`config.mk`:
```
export PLATFORM = sky130hd
export DESIGN_NAME = pfs_sequencer_flat
export DESIGN_NICKNAME = d
export VERILOG_FILES = /design/src/hw/pfs_pkg.sv /design/src/hw/pfs_link_if.sv /design/src/hw/pfs_sequencer.sv /design/src/flat_wrapper.sv
export SDC_FILE = /design/constraint.sdc
export NUM_CORES = 1
export LEC_CHECK = 0
export BUFFER_PORTS_ARGS = -buffer_cell sky130_fd_sc_hd__clkbuf_2
export CORE_MARGIN = 5
export CORE_UTILIZATION = 55
export CTS_CLUSTER_SIZE = 20
export DETAILED_ROUTE_END_ITERATION = 8
export PLACE_DENSITY_LB_ADDON = 0.3
export RECOVER_POWER = 50
export SYNTH_ARGS = -nofsm -noshare
export SYNTH_HDL_FRONTEND = slang
export SYNTH_SLANG_ARGS = --single-unit
```
`constraint.sdc`:
```
create_clock -name clk_i -period 2.9 [get_ports clk_i]
set_clock_uncertainty 0.05 [all_clocks]
set_input_delay 0.29 -clock clk_i [delete_from_list [all_inputs] [get_ports clk_i]]
set_output_delay 0.29 -clock clk_i [all_outputs]
set_load 0.01 [all_outputs]
```
`src/hw/pfs_pkg.sv`:
```
// Purpose: Shared constants and types for the program flash sequencer pair.
// Assumes: 100 MHz core clock; one link between core-side controller and sequencer.
// Notes:   Control byte layout, key values, timing and host register offsets live here.
package pfs_pkg;

   // Table pointer and flash geometry.
   localparam int PTR_W        = 22;
   localparam int PTR_STEP_W   = 21;
   localparam int ROW_LSB      = 6;
   localparam int ROW_W        = PTR_W - ROW_LSB;
   localparam int WORD_ADDR_W  = PTR_W - 1;
   localparam int DATA_W       = 16;
   localparam int BYTE_W       = 8;
   localparam int ROW_WORDS    = 32;
   localparam int ROW_BYTES    = 64;

   // Control byte bit positions.
   localparam int CTL_PROG_BIT  = 7;
   localparam int CTL_CFG_BIT   = 6;
   localparam int CTL_ERASE_BIT = 4;
   localparam int CTL_ABORT_BIT = 3;
   localparam int CTL_ALLOW_BIT = 2;
   localparam int CTL_START_BIT = 1;

   // Unlock key values.
   localparam logic [7:0] KEY_FIRST  = 8'h55;
   localparam logic [7:0] KEY_SECOND = 8'haa;

   // Erase timing: figure in microseconds, clock in MHz.
   localparam int ERASE_TIME_US  = 2000;
   localparam int CLK_FREQ_MHZ   = 100;
   localparam int ERASE_CYCLES   = ERASE_TIME_US * CLK_FREQ_MHZ;

   // Host register byte offsets.
   localparam logic [4:0] REG_PTR    = 5'h00;
   localparam logic [4:0] REG_CTRL   = 5'h04;
   localparam logic [4:0] REG_KEY    = 5'h08;
   localparam logic [4:0] REG_TREAD  = 5'h0c;
   localparam logic [4:0] REG_STATUS = 5'h10;
   localparam int         ST_BUSY_BIT = 0;
   localparam int         ST_DONE_BIT = 1;

   // AXI response codes.
   localparam logic [1:0] RESP_OKAY   = 2'h0;
   localparam logic [1:0] RESP_SLVERR = 2'h2;

   // Operations passed over the link.
   typedef enum logic [2:0] {
      PFS_OP_PTR,
      PFS_OP_CTRL,
      PFS_OP_KEY,
      PFS_OP_TREAD,
      PFS_OP_CLR_DONE
   } pfs_op_type;

   // Pointer update modes for a table read.
   localparam logic [1:0] TRD_KEEP    = 2'h0;
   localparam logic [1:0] TRD_POSTINC = 2'h1;
   localparam logic [1:0] TRD_POSTDEC = 2'h2;
   localparam logic [1:0] TRD_PREINC  = 2'h3;

endpackage

```
`src/hw/pfs_link_if.sv`:
```
// Purpose: Link between the core-side controller and the flash sequencer.
// Assumes: Both ends on clk_i; an operation is taken when op_valid is high and stall is low.
// Notes:   The sequencer end reflects its pointer, control byte and latch continuously.
`timescale 1ns/100ps
interface pfs_link_if;
   import pfs_pkg::*;

   // Operation from the core side.
   logic                op_valid;
   pfs_op_type          op_code;
   logic [PTR_W-1:0]    op_data;
   // State shown by the sequencer.
   logic                stall;
   logic [PTR_W-1:0]    ptr;
   logic [BYTE_W-1:0]   ctrl;
   logic [BYTE_W-1:0]   latch;
   logic                done_flag;

   modport core (output op_valid, op_code, op_data,
                 input  stall, ptr, ctrl, latch, done_flag);
   modport seq  (input  op_valid, op_code, op_data,
                 output stall, ptr, ctrl, latch, done_flag);
endinterface

```
`src/hw/pfs_sequencer.sv`:
```
// Purpose: Flash sequencer: byte table reads and self-timed, key-guarded row erase.
// Assumes: Flash array answers a word read combinationally while flash_rd_en_o is high.
// Notes:   The core is halted through the link stall while a fetch or erase runs.
`timescale 1ns/100ps
module pfs_sequencer
   import pfs_pkg::*;
#(
   parameter int ERASE_COUNT = ERASE_CYCLES
) (
   input  wire logic                   clk_i,
   input  wire logic                   reset_n_i,
   pfs_link_if.seq                     link,
   output logic                        flash_rd_en_o,
   output logic [WORD_ADDR_W-1:0]      flash_word_addr_o,
   input  wire logic [DATA_W-1:0]      flash_rd_data_i,
   output logic                        flash_erase_o,
   output logic [ROW_W-1:0]            flash_erase_row_o,
   input  wire logic                   flash_interrupted_i
);

   typedef enum {SEQ_IDLE, SEQ_FETCH, SEQ_ERASE} pfs_seq_type;
   typedef enum {KEY_IDLE, KEY_GOT_FIRST, KEY_ARMED} pfs_key_type;

   localparam int CNT_W = $clog2(ERASE_COUNT + 1);
   localparam logic [CNT_W-1:0] CNT_LAST = CNT_W'(ERASE_COUNT - 1);

   pfs_seq_type         state;
   pfs_key_type         key_state;
   logic [PTR_W-1:0]    table_byte_pointer;
   logic [BYTE_W-1:0]   table_byte_latch;
   logic [PTR_W-1:0]    fetch_addr;
   logic [1:0]          fetch_mode;
   logic [CNT_W-1:0]    erase_cnt;
   logic                program_space_select;
   logic                config_space_select;
   logic                row_erase_select;
   logic                write_allow;
   logic                write_start;
   logic                write_abort_flag;
   logic                write_done_irq_flag;
   logic                sync1;
   logic                sync2;
   logic                sync3;
   logic                interrupt_seen;
   logic                take;
   logic                ctrl_wr;
   logic                start_req;
   logic                start_ok;
   logic                erase_end;
   logic                abort_set;

   // Moves the low 21 pointer bits by one step up or down; the top bit stays.
   function automatic logic [PTR_W-1:0] ptr_step(input logic [PTR_W-1:0] p, input logic up);
      logic [PTR_STEP_W-1:0] low;
      low = up ? p[PTR_STEP_W-1:0] + 1'b1 : p[PTR_STEP_W-1:0] - 1'b1;
      return {p[PTR_W-1], low};
   endfunction

   // Operation acceptance and decoding of a start attempt.
   assign take      = link.op_valid && (state == SEQ_IDLE);
   assign ctrl_wr   = take && (link.op_code == PFS_OP_CTRL);
   assign start_req = ctrl_wr && link.op_data[CTL_START_BIT];
   assign start_ok  = start_req && (key_state == KEY_ARMED)
                      && link.op_data[CTL_ALLOW_BIT] && link.op_data[CTL_PROG_BIT]
                      && !link.op_data[CTL_CFG_BIT] && link.op_data[CTL_ERASE_BIT];
   assign erase_end = (state == SEQ_ERASE) && (erase_cnt == CNT_LAST);
   assign abort_set = (start_req && !start_ok) || (sync3 && sync2 && !interrupt_seen);

   // Outputs shown on the link; the core halts while stall is high.
   assign link.stall     = (state != SEQ_IDLE);
   assign link.ptr       = table_byte_pointer;
   assign link.latch     = table_byte_latch;
   assign link.done_flag = write_done_irq_flag;
   assign link.ctrl      = {program_space_select, config_space_select, 1'b0, row_erase_select,
                            write_abort_flag, write_allow, write_start, 1'b0};

   // Flash array drive: one word read in the fetch cycle, row erase held through the timer.
   assign flash_rd_en_o     = (state == SEQ_FETCH);
   assign flash_word_addr_o = fetch_addr[PTR_W-1:1];
   assign flash_erase_o     = (state == SEQ_ERASE);
   assign flash_erase_row_o = table_byte_pointer[PTR_W-1:ROW_LSB];

   // Main sequence: idle, one-cycle fetch, or the timed row erase.
   always_ff @(posedge clk_i or negedge reset_n_i) begin
      if (!reset_n_i) begin
         state <= SEQ_IDLE;
      end else begin
         case (state)
            SEQ_IDLE: begin
               if (take && link.op_code == PFS_OP_TREAD) begin
                  state <= SEQ_FETCH;
               end else if (start_ok) begin
                  state <= SEQ_ERASE;
               end
            end
            SEQ_FETCH: begin
               state <= SEQ_IDLE;
            end
            SEQ_ERASE: begin
               if (erase_end) begin
                  state <= SEQ_IDLE;
               end
            end
            default: begin
               state <= SEQ_IDLE;
            end
         endcase
      end
   end

   // Internal programming timer for the erase stall.
   always_ff @(posedge clk_i or negedge reset_n_i) begin
      if (!reset_n_i) begin
         erase_cnt <= '0;
      end else if (state == SEQ_ERASE && !erase_end) begin
         erase_cnt <= erase_cnt + 1'b1;
      end else begin
         erase_cnt <= '0;
      end
   end

   // Unlock key tracking; any other operation breaks the sequence.
   always_ff @(posedge clk_i or negedge reset_n_i) begin
      if (!reset_n_i) begin
         key_state <= KEY_IDLE;
      end else if (take) begin
         if (link.op_code != PFS_OP_KEY) begin
            key_state <= KEY_IDLE;
         end else if (link.op_data[BYTE_W-1:0] == KEY_FIRST) begin
            key_state <= KEY_GOT_FIRST;
         end else if (key_state == KEY_GOT_FIRST &&
                      link.op_data[BYTE_W-1:0] == KEY_SECOND) begin
            key_state <= KEY_ARMED;
         end else begin
            key_state <= KEY_IDLE;
         end
      end
   end

   // Table pointer: loads, pre-increment at start and post adjust after the fetch.
   always_ff @(posedge clk_i or negedge reset_n_i) begin
      if (!reset_n_i) begin
         table_byte_pointer <= '0;
         fetch_addr         <= '0;
         fetch_mode         <= TRD_KEEP;
      end else if (take && link.op_code == PFS_OP_PTR) begin
         table_byte_pointer <= link.op_data;
      end else if (take && link.op_code == PFS_OP_TREAD) begin
         fetch_mode <= link.op_data[1:0];
         if (link.op_data[1:0] == TRD_PREINC) begin
            fetch_addr         <= ptr_step(table_byte_pointer, 1'b1);
            table_byte_pointer <= ptr_step(table_byte_pointer, 1'b1);
         end else begin
            fetch_addr <= table_byte_pointer;
         end
      end else if (state == SEQ_FETCH) begin
         if (fetch_mode == TRD_POSTINC) begin
            table_byte_pointer <= ptr_step(table_byte_pointer, 1'b1);
         end else if (fetch_mode == TRD_POSTDEC) begin
            table_byte_pointer <= ptr_step(table_byte_pointer, 1'b0);
         end
      end
   end

   // Table latch takes one byte of the fetched word.
   always_ff @(posedge clk_i or negedge reset_n_i) begin
      if (!reset_n_i) begin
         table_byte_latch <= '0;
      end else if (state == SEQ_FETCH) begin
         table_byte_latch <= fetch_addr[0] ? flash_rd_data_i[DATA_W-1:BYTE_W]
                                           : flash_rd_data_i[BYTE_W-1:0];
      end
   end

   // Control bits; start is cleared by the timer, not by software; erase select by the timer or a control write.
   always_ff @(posedge clk_i or negedge reset_n_i) begin
      if (!reset_n_i) begin
         program_space_select <= 1'b0;
         config_space_select  <= 1'b0;
         row_erase_select     <= 1'b0;
         write_allow          <= 1'b0;
         write_start          <= 1'b0;
      end else if (erase_end) begin
         write_start      <= 1'b0;
         row_erase_select <= 1'b0;
      end else if (ctrl_wr) begin
         program_space_select <= link.op_data[CTL_PROG_BIT];
         config_space_select  <= link.op_data[CTL_CFG_BIT];
         row_erase_select     <= link.op_data[CTL_ERASE_BIT];
         write_allow          <= link.op_data[CTL_ALLOW_BIT];
         write_start          <= start_ok;
      end
   end

   // Abort flag: set by a refused start or the array's first interrupted-operation indication, cleared on completion.
   always_ff @(posedge clk_i or negedge reset_n_i) begin
      if (!reset_n_i) begin
         write_abort_flag <= 1'b0;
      end else if (abort_set) begin
         write_abort_flag <= 1'b1;
      end else if (erase_end) begin
         write_abort_flag <= 1'b0;
      end else if (ctrl_wr) begin
         write_abort_flag <= link.op_data[CTL_ABORT_BIT];
      end
   end

   // Done flag: set on completion; a clear in the same cycle loses.
   always_ff @(posedge clk_i or negedge reset_n_i) begin
      if (!reset_n_i) begin
         write_done_irq_flag <= 1'b0;
      end else if (erase_end) begin
         write_done_irq_flag <= 1'b1;
      end else if (take && link.op_code == PFS_OP_CLR_DONE) begin
         write_done_irq_flag <= 1'b0;
      end
   end

   // Three-stage capture of the array's interrupted-operation indication after reset.
   always_ff @(posedge clk_i or negedge reset_n_i) begin
      if (!reset_n_i) begin
         sync1          <= 1'b0;
         sync2          <= 1'b0;
         sync3          <= 1'b0;
         interrupt_seen <= 1'b0;
      end else begin
         sync1 <= flash_interrupted_i;
         sync2 <= sync1;
         sync3 <= sync2;
         if (sync2 && sync3) begin
            interrupt_seen <= 1'b1;
         end
      end
   end

endmodule

```
`src/flat_wrapper.sv`:
```
// flat-port wrapper written by rule: the top's interface ports become plain ports
module pfs_sequencer_flat import pfs_pkg::*;
#(
   parameter int ERASE_COUNT = ERASE_CYCLES
)
  (clk_i, reset_n_i, flash_rd_en_o, flash_word_addr_o, flash_rd_data_i, flash_erase_o, flash_erase_row_o, flash_interrupted_i, link_op_valid, link_op_code, link_op_data, link_stall, link_ptr, link_ctrl, link_latch, link_done_flag);
  pfs_link_if link_i ();
  input  wire logic clk_i;
  input  wire logic reset_n_i;
  output logic flash_rd_en_o;
  output logic [WORD_ADDR_W-1:0] flash_word_addr_o;
  input  wire logic [DATA_W-1:0] flash_rd_data_i;
  output logic flash_erase_o;
  output logic [ROW_W-1:0] flash_erase_row_o;
  input  wire logic flash_interrupted_i;
  input wire logic [$bits(link_i.op_valid)-1:0] link_op_valid;
  input wire logic [$bits(link_i.op_code)-1:0] link_op_code;
  input wire logic [$bits(link_i.op_data)-1:0] link_op_data;
  output wire logic [$bits(link_i.stall)-1:0] link_stall;
  output wire logic [$bits(link_i.ptr)-1:0] link_ptr;
  output wire logic [$bits(link_i.ctrl)-1:0] link_ctrl;
  output wire logic [$bits(link_i.latch)-1:0] link_latch;
  output wire logic [$bits(link_i.done_flag)-1:0] link_done_flag;
  assign link_i.op_valid = link_op_valid;
  assign link_i.op_code = link_op_code;
  assign link_i.op_data = link_op_data;
  assign link_stall = link_i.stall;
  assign link_ptr = link_i.ptr;
  assign link_ctrl = link_i.ctrl;
  assign link_latch = link_i.latch;
  assign link_done_flag = link_i.done_flag;
  pfs_sequencer #(.ERASE_COUNT(ERASE_COUNT)) u_core (.clk_i(clk_i), .reset_n_i(reset_n_i), .link(link_i), .flash_rd_en_o(flash_rd_en_o), .flash_word_addr_o(flash_word_addr_o), .flash_rd_data_i(flash_rd_data_i), .flash_erase_o(flash_erase_o), .flash_erase_row_o(flash_erase_row_o), .flash_interrupted_i(flash_interrupted_i));
endmodule
```
# Word level (Yosys, flattened, before mapping)
# Index checks and enable logic that the tools add are counted.
[word_totals]
register_bits = 147
in_bits = 45
out_inout_bits = 79
elab_cells = 101
[classes]
add_sub_neg = 3
eq_ne = 17
mux = 24
n_bitwise = 2
n_reduce_logical = 36
[ops]
columns = ["operator", "count"]
rows = [
  ["two-way mux 32 bit", 5],
  ["== test 32 x 2 -> 1 bit (second input constant)", 3],
  ["two-way mux 22 bit", 4],
  ["== test 32 x 3 -> 1 bit (second input constant)", 2],
  ["logical NOT 32 bit", 2],
  ["case mux 32 bit (2 select lines)", 1],
  ["two-way mux 21 bit", 2],
  ["nonzero test 32 bit", 1],
  ["adder 21 x 1 -> 21 bit (second input constant)", 1],
  ["subtractor 21 x 1 -> 21 bit (second input constant)", 1],
  ["adder 18 x 1 -> 18 bit (second input constant)", 1],
  ["== test 18 bit (second input constant)", 1],
  ["two-way mux 18 bit", 1],
  ["logical AND 1 bit", 17],
  ["two-way mux 1 bit", 9],
  ["== test 8 x 7 -> 1 bit (second input constant)", 1],
  ["== test 8 bit (second input constant)", 1],
  ["two-way mux 8 bit", 1],
  ["AND reduction 2 bit", 4],
  ["nonzero test 2 bit", 3],
  ["nonzero test 3 bit", 2],
  ["== test 2 bit (second input constant)", 2],
  ["logical NOT 1 bit", 4],
  ["nonzero test 4 bit", 1],
  ["11 further kinds", 12],
]

# Depth between registers and ports, before layout
[depth]
ltp_word = 13
mapped_depth = 9
mapped_depth_nobuf = 8

# Worst setup path after synthesis
# Ideal clock, no wire load.
[synth_timing]
path_type = "register to register"
start = "register u_core.table_byte_pointer[7] (netlist: u_core.link.ptr[7])"
end = "register u_core.table_byte_pointer[19] (netlist: u_core.link.ptr[19])"
setup_time_ns = 0.126
t_arrival_ns = 1.919
required_time_ns = 2.724
setup_slack_ns = 0.805
stages_incl_launch_ff = 8
n_path_buf = 1
synth_period_minus_slack_ns = 2.095
path_cell_list = "dfrtp_1 -> clkbuf_2 -> nand4_1 -> nor4_2 -> nand4_1 -> a21oi_1 -> xor2_1 -> a221o_1"
[synth_via]
elab_chain_len = 6
elab_cells_between_ends = 8
cone_classes = "add/sub: 2; mux: 6"
[synth_rtl]
columns = ["element", "line_no", "rtl"]
rows = [
  ["start, declared", "pfs_sequencer.sv:29", "logic [PTR_W-1:0] table_byte_pointer;"],
  ["start signal, assigned", "pfs_sequencer.sv:147", "table_byte_pointer <= link.op_data;"],
  ["start signal, assigned", "pfs_sequencer.sv:152", "table_byte_pointer <= ptr_step(table_byte_pointer, 1'b1);"],
  ["start signal, assigned", "pfs_sequencer.sv:158", "table_byte_pointer <= ptr_step(table_byte_pointer, 1'b1);"],
  ["subtractor 21 x 1 -> 21 bit", "--", ""],
  ["two-way mux 21 bit", "pfs_sequencer.sv:159", "end else if (fetch_mode == TRD_POSTDEC) begin"],
  ["two-way mux 22 bit", "pfs_sequencer.sv:157", "if (fetch_mode == TRD_POSTINC) begin"],
  ["two-way mux 22 bit", "pfs_sequencer.sv:156", "end else if (state == SEQ_FETCH) begin"],
  ["two-way mux 22 bit *", "pfs_sequencer.sv:148", "end else if (take && link.op_code == PFS_OP_TREAD) begin"],
  ["two-way mux 22 bit *", "pfs_sequencer.sv:146", "end else if (take && link.op_code == PFS_OP_PTR) begin"],
]
# Mark *: on every way between the ends. The rest lies on a longest branch, timed or not. The select of a mux whose other input is x is not followed.
# A chain may end at the register's enable or synchronous reset.

# Worst setup path in the final report
[layout_timing]
start = "register u_core.state[1]"
end = "register u_core.table_byte_pointer[15] (netlist: u_core.link.ptr[15])"
[layout_via]
elab_chain_len = 5
elab_cells_between_ends = 10
cone_classes = "eq/ne: 1; mux: 2; reduce/logical: 7"
[layout_rtl]
columns = ["element", "line_no", "rtl"]
rows = [
  ["start, declared", "pfs_sequencer.sv:27", "pfs_seq_type state;"],
  ["start signal, assigned", "pfs_sequencer.sv:86", "state <= SEQ_IDLE;"],
  ["start signal, assigned", "pfs_sequencer.sv:91", "state <= SEQ_FETCH;"],
  ["start signal, assigned", "pfs_sequencer.sv:93", "state <= SEQ_ERASE;"],
  ["logical NOT 32 bit", "pfs_sequencer.sv:60", "assign take = link.op_valid && (state == SEQ_IDLE);"],
  ["logical AND 1 bit", "pfs_sequencer.sv:60", ""],
  ["logical AND 1 bit, on equally long branches", "pfs_sequencer.sv:146, pfs_sequencer.sv:148", ""],
  ["nonzero test 4 bit (no source line) (tied with other cells)", "--", ""],
  ["AND reduction 2 bit (no source line) or two-way mux 22 bit (tied branches)", "--", ""],
]
# Several ways; a longest one is shown, not always the timed one.

==> metrics.md <==
| Metric | Value |
|---|---|
| Synthesized cell area | `5420 um^2` |
| ANT nets after route | `0` |
| Hold Vio Cnt, Final | `0` |
| Core ar. | `9680 um^2` |
| VDD IR max | `0.390 mV` |
| Layout area overhead | `9.77%` |
| GRT Overall Usage | `25.3%` |
| Max Slew Vio Count | `0` |
| DR DRC count | `0` |
| Vias in the first global route | `4591` |
| CP delay by family, top | `simple AND/OR/NAND/NOR gates` |
| Max-slew headroom | `15.4%` |
| Met1 Use GR | `38.0%` |
| Met3 usage | `4.03%` |
| Starting Density | `55.9%` |
| Post-synth EDFFs | `0` |
| Unrepaired setup endpoints after global routing | `false` |
| Rows | `36` |
| Worst Setup Start Kind | `register` |
| Initial antenna violation count | `0` |
| Largest net degree at the start of global routing | `43` |
| Fin crit period | `2630 ps` |
| Number of detailed-route iterations in the first pass | `5` |
| Detailed Route Iter0 Violations | `375` |
| Fraction of layout cells with a size suffix above 1 | `18.0%` |
| Tcrit/Tclk final | `90.7%` |
| CP arrival | `2810 ps` |
| Status | `complete, no violations` |
| Setup Buffers After CTS | `0` |
| Slack of the critical path | `270 ps` |
| Gpl congestion | `0.943` |
| Ports | `124` |
| Unique masters post-synth | `72` |
| Worst Path Buf+Inv | `0` |
| Worst Path Required | `3090 ps` |
| Routed via count | `4876` |
| CTS clk-pin slew, worst paths | `100 ps` |
| H-tree depth | `3` |
| Diodes inserted | `0` |
| Crit. End Element | `register` |
| Synth Instances | `626` |
| Slowest cell on crit path | `or3_1` |
| Register area share after synthesis | `40.2%` |
| CP Max Fanout | `14` |
| Root Buffer | `clkbuf_8` |
| R2R cell count | `6` |
| Crit path cell chain | `or3b_1 -> or3_1 -> nand2_2 -> nand2_1 -> o32ai_1 -> o211ai_1` |
| Slew @ Worst Pin | `1260 ps` |
| CTS tree | `yes` |
| Ys async rst share | `100%` |
| Nets | `738` |
| Die Height | `109 um` |
| Max Freq | `380 MHz` |
| Prevailing post-synth register cell | `dfrtp_1` |
| Number of buffers created by CTS | `9` |
| PD cells | `696 nW/um^2` |
| Number of max-cap violations | `0` |
| Leak | `2.67 nW` |
| WL/cell | `17.9 um` |
| Skew-Pair Late Insertion Delay | `370 ps` |
| HP Class | `in2reg` |
| Busiest grt layer | `met1` |
| Final setup fails | `0` |
| Port bufs | `121` |
| Clock Sink Count | `87` |
| Pre-CTS WS | `333 ps` |
| Post_cts resized | `0` |
| Max stage delay on crit path | `700 ps` |
| Grt total ovfl | `0` |
| Die W | `109 um` |
| Syn_area_per_cell | `8.65 um^2` |
| Critical path class | `reg2reg` |
| Critical path depth | `6` |
| First-pass GRT wire length | `23.6 mm` |
| Via density | `5.90` |
| Total Neg Setup Slack | `0 ps` |
| Die Area | `11900 um^2` |
| Routed Wire Length | `14.8 mm` |
| Worst-case clock buffer depth | `2` |
| Detailed Place HPWL | `10.7 mm` |
| Yosys reg bits | `87` |
| Syn. warnings | `0` |
| GR met2 Demand/Resource | `37.1%` |
| Hold path cells | `2` |
[flip-flops by register name, summed over array words and instances (netlist names)]
register,cells
u_core.fetch_addr,22
u_core.link.ptr,22
u_core.erase_cnt,18
u_core.link.latch,8
u_core.fetch_mode,2
u_core.key_state,2
u_core.state,2
u_core.config_space_select,1
u_core.interrupt_seen,1
u_core.link.done_flag,1
u_core.program_space_select,1
u_core.row_erase_select,1
u_core.sync1,1
u_core.sync2,1
u_core.sync3,1
u_core.write_abort_flag,1
u_core.write_allow,1
u_core.write_start,1
[layout make-up]
class | instances | area [um^2]
clock buffers | 10 | 128
inverters | 13 | 48.8
fillers | 872 | 3740
repair buffers | 137 | 688
clock inverters | 6 | 50.0
multi-input cells | 441 | 2690
flip-flops and latches | 87 | 2180
well taps | 133 | 166
[synth_stat cells, types with 9 or more instances]
master,count,area [um^2]
a21o_1,11,82.6
a21oi_1,22,110
a31oi_1,13,81.3
buf_2,9,45.0
buf_4,45,338
clkbuf_1,27,101
dfrtp_1,87,2180
inv_1,13,48.8
mux2i_1,14,140
nand2_1,89,334
nand3_1,24,120
nand4_1,16,100
nor2_1,40,150
nor3_1,12,60.1
nor4_1,9,56.3
o21ai_0,40,200
or3_1,11,68.8
xor2_1,26,228
[report_power, final]
group | switching [W] | internal (W)
clock network | 0.000490 | 0.000324
registers | 0.000367 | 0.00147
logic | 0.000876 | 0.000612
total | 0.00173 | 0.00240
[per-layer routing]
layer	part of all wire, %	vias up
met5	0	-
met4	1.9	0
met3	7.7	34
met2	44	214
met1	47	2315
li1	-	2313
[cells in the final DEF (no fill, tap or decap), drive strengths merged, types with 4 or more instances in the layout]
master / netlist / final
clkbuf: 29 / 133
dfrtp: 87 / 87
o21ai: 42 / 42
mux2i: 14 / 14
nor2: 41 / 41
nand2: 90 / 90
and3: 8 / 8
nand4: 16 / 16
nand3: 24 / 24
a21oi: 22 / 22
a21o: 11 / 11
and2: 6 / 6
xor2: 26 / 26
or3: 11 / 11
nand2b: 6 / 6
o31ai: 4 / 4
o211ai: 6 / 6
inv: 13 / 17
a221o: 4 / 4
xnor2: 7 / 7
buf: 57 / 12
ha: 4 / 4
a31oi: 13 / 13
and4: 4 / 4
nor4: 11 / 11
nor3: 15 / 15
[cell families (layout without fill, tap and decap cells)]
logic type	after synthesis	after routing	synth area share (%)
other	1	2	0.0692
adder cells (fa/ha/maj)	4	4	0.924
AND/OR/NAND/NOR	249	249	23.3
multiplexers	16	16	3.00
flip-flops	87	87	40.2
AO/OA/AOI/OAI	137	137	16.7
XOR/XNOR	33	33	5.34
buffers and inverters	99	166	10.5
[final timing paths]
kind	slack [ps]	from	to
worst max-delay path	270	u_core.state[1]$_DFFE_PN0P_	u_core.link.ptr[15]$_DFFE_PN0P_
worst min-delay path	80	link_op_data[10]	u_core.link.ptr[10]$_DFFE_PN0P_
worst max register to register	270	u_core.state[1]$_DFFE_PN0P_	u_core.link.ptr[15]$_DFFE_PN0P_
worst min register to register	310	u_core.sync1$_DFF_PN0_	u_core.sync2$_DFF_PN0_
max in group asynchronous	1010	reset_n_i	u_core.fetch_addr[18]$_DFFE_PN0P_
min in group asynchronous	580	reset_n_i	u_core.sync3$_DFF_PN0_
[through the flow]
stage | util, % | cells | instance area, um^2 | hold WS, ps | total power [W]
global placement | 59.9 | 809 | 5800 | 247 | 0.00334
CTS | 62.0 | 827 | 6000 | 77.4 | 0.00419
floorplan | - | 627 | 5420 | -55.6 | 0.00297
detailed placement | 59.9 | 809 | 5800 | 256 | 0.00337
finish | 61.4 | 827 | 5940 | 82.2 | 0.00414
global route | 61.4 | 827 | 5940 | 101 | 0.00442
[repair_timing]
item                                    in CTS  in global routing
hold endpoints to repair                    41                  0
hold buffers                                 2                  0
endpoints found under the setup margin       0                  0
No activity file was read; power rests on OpenSTA's default activity.
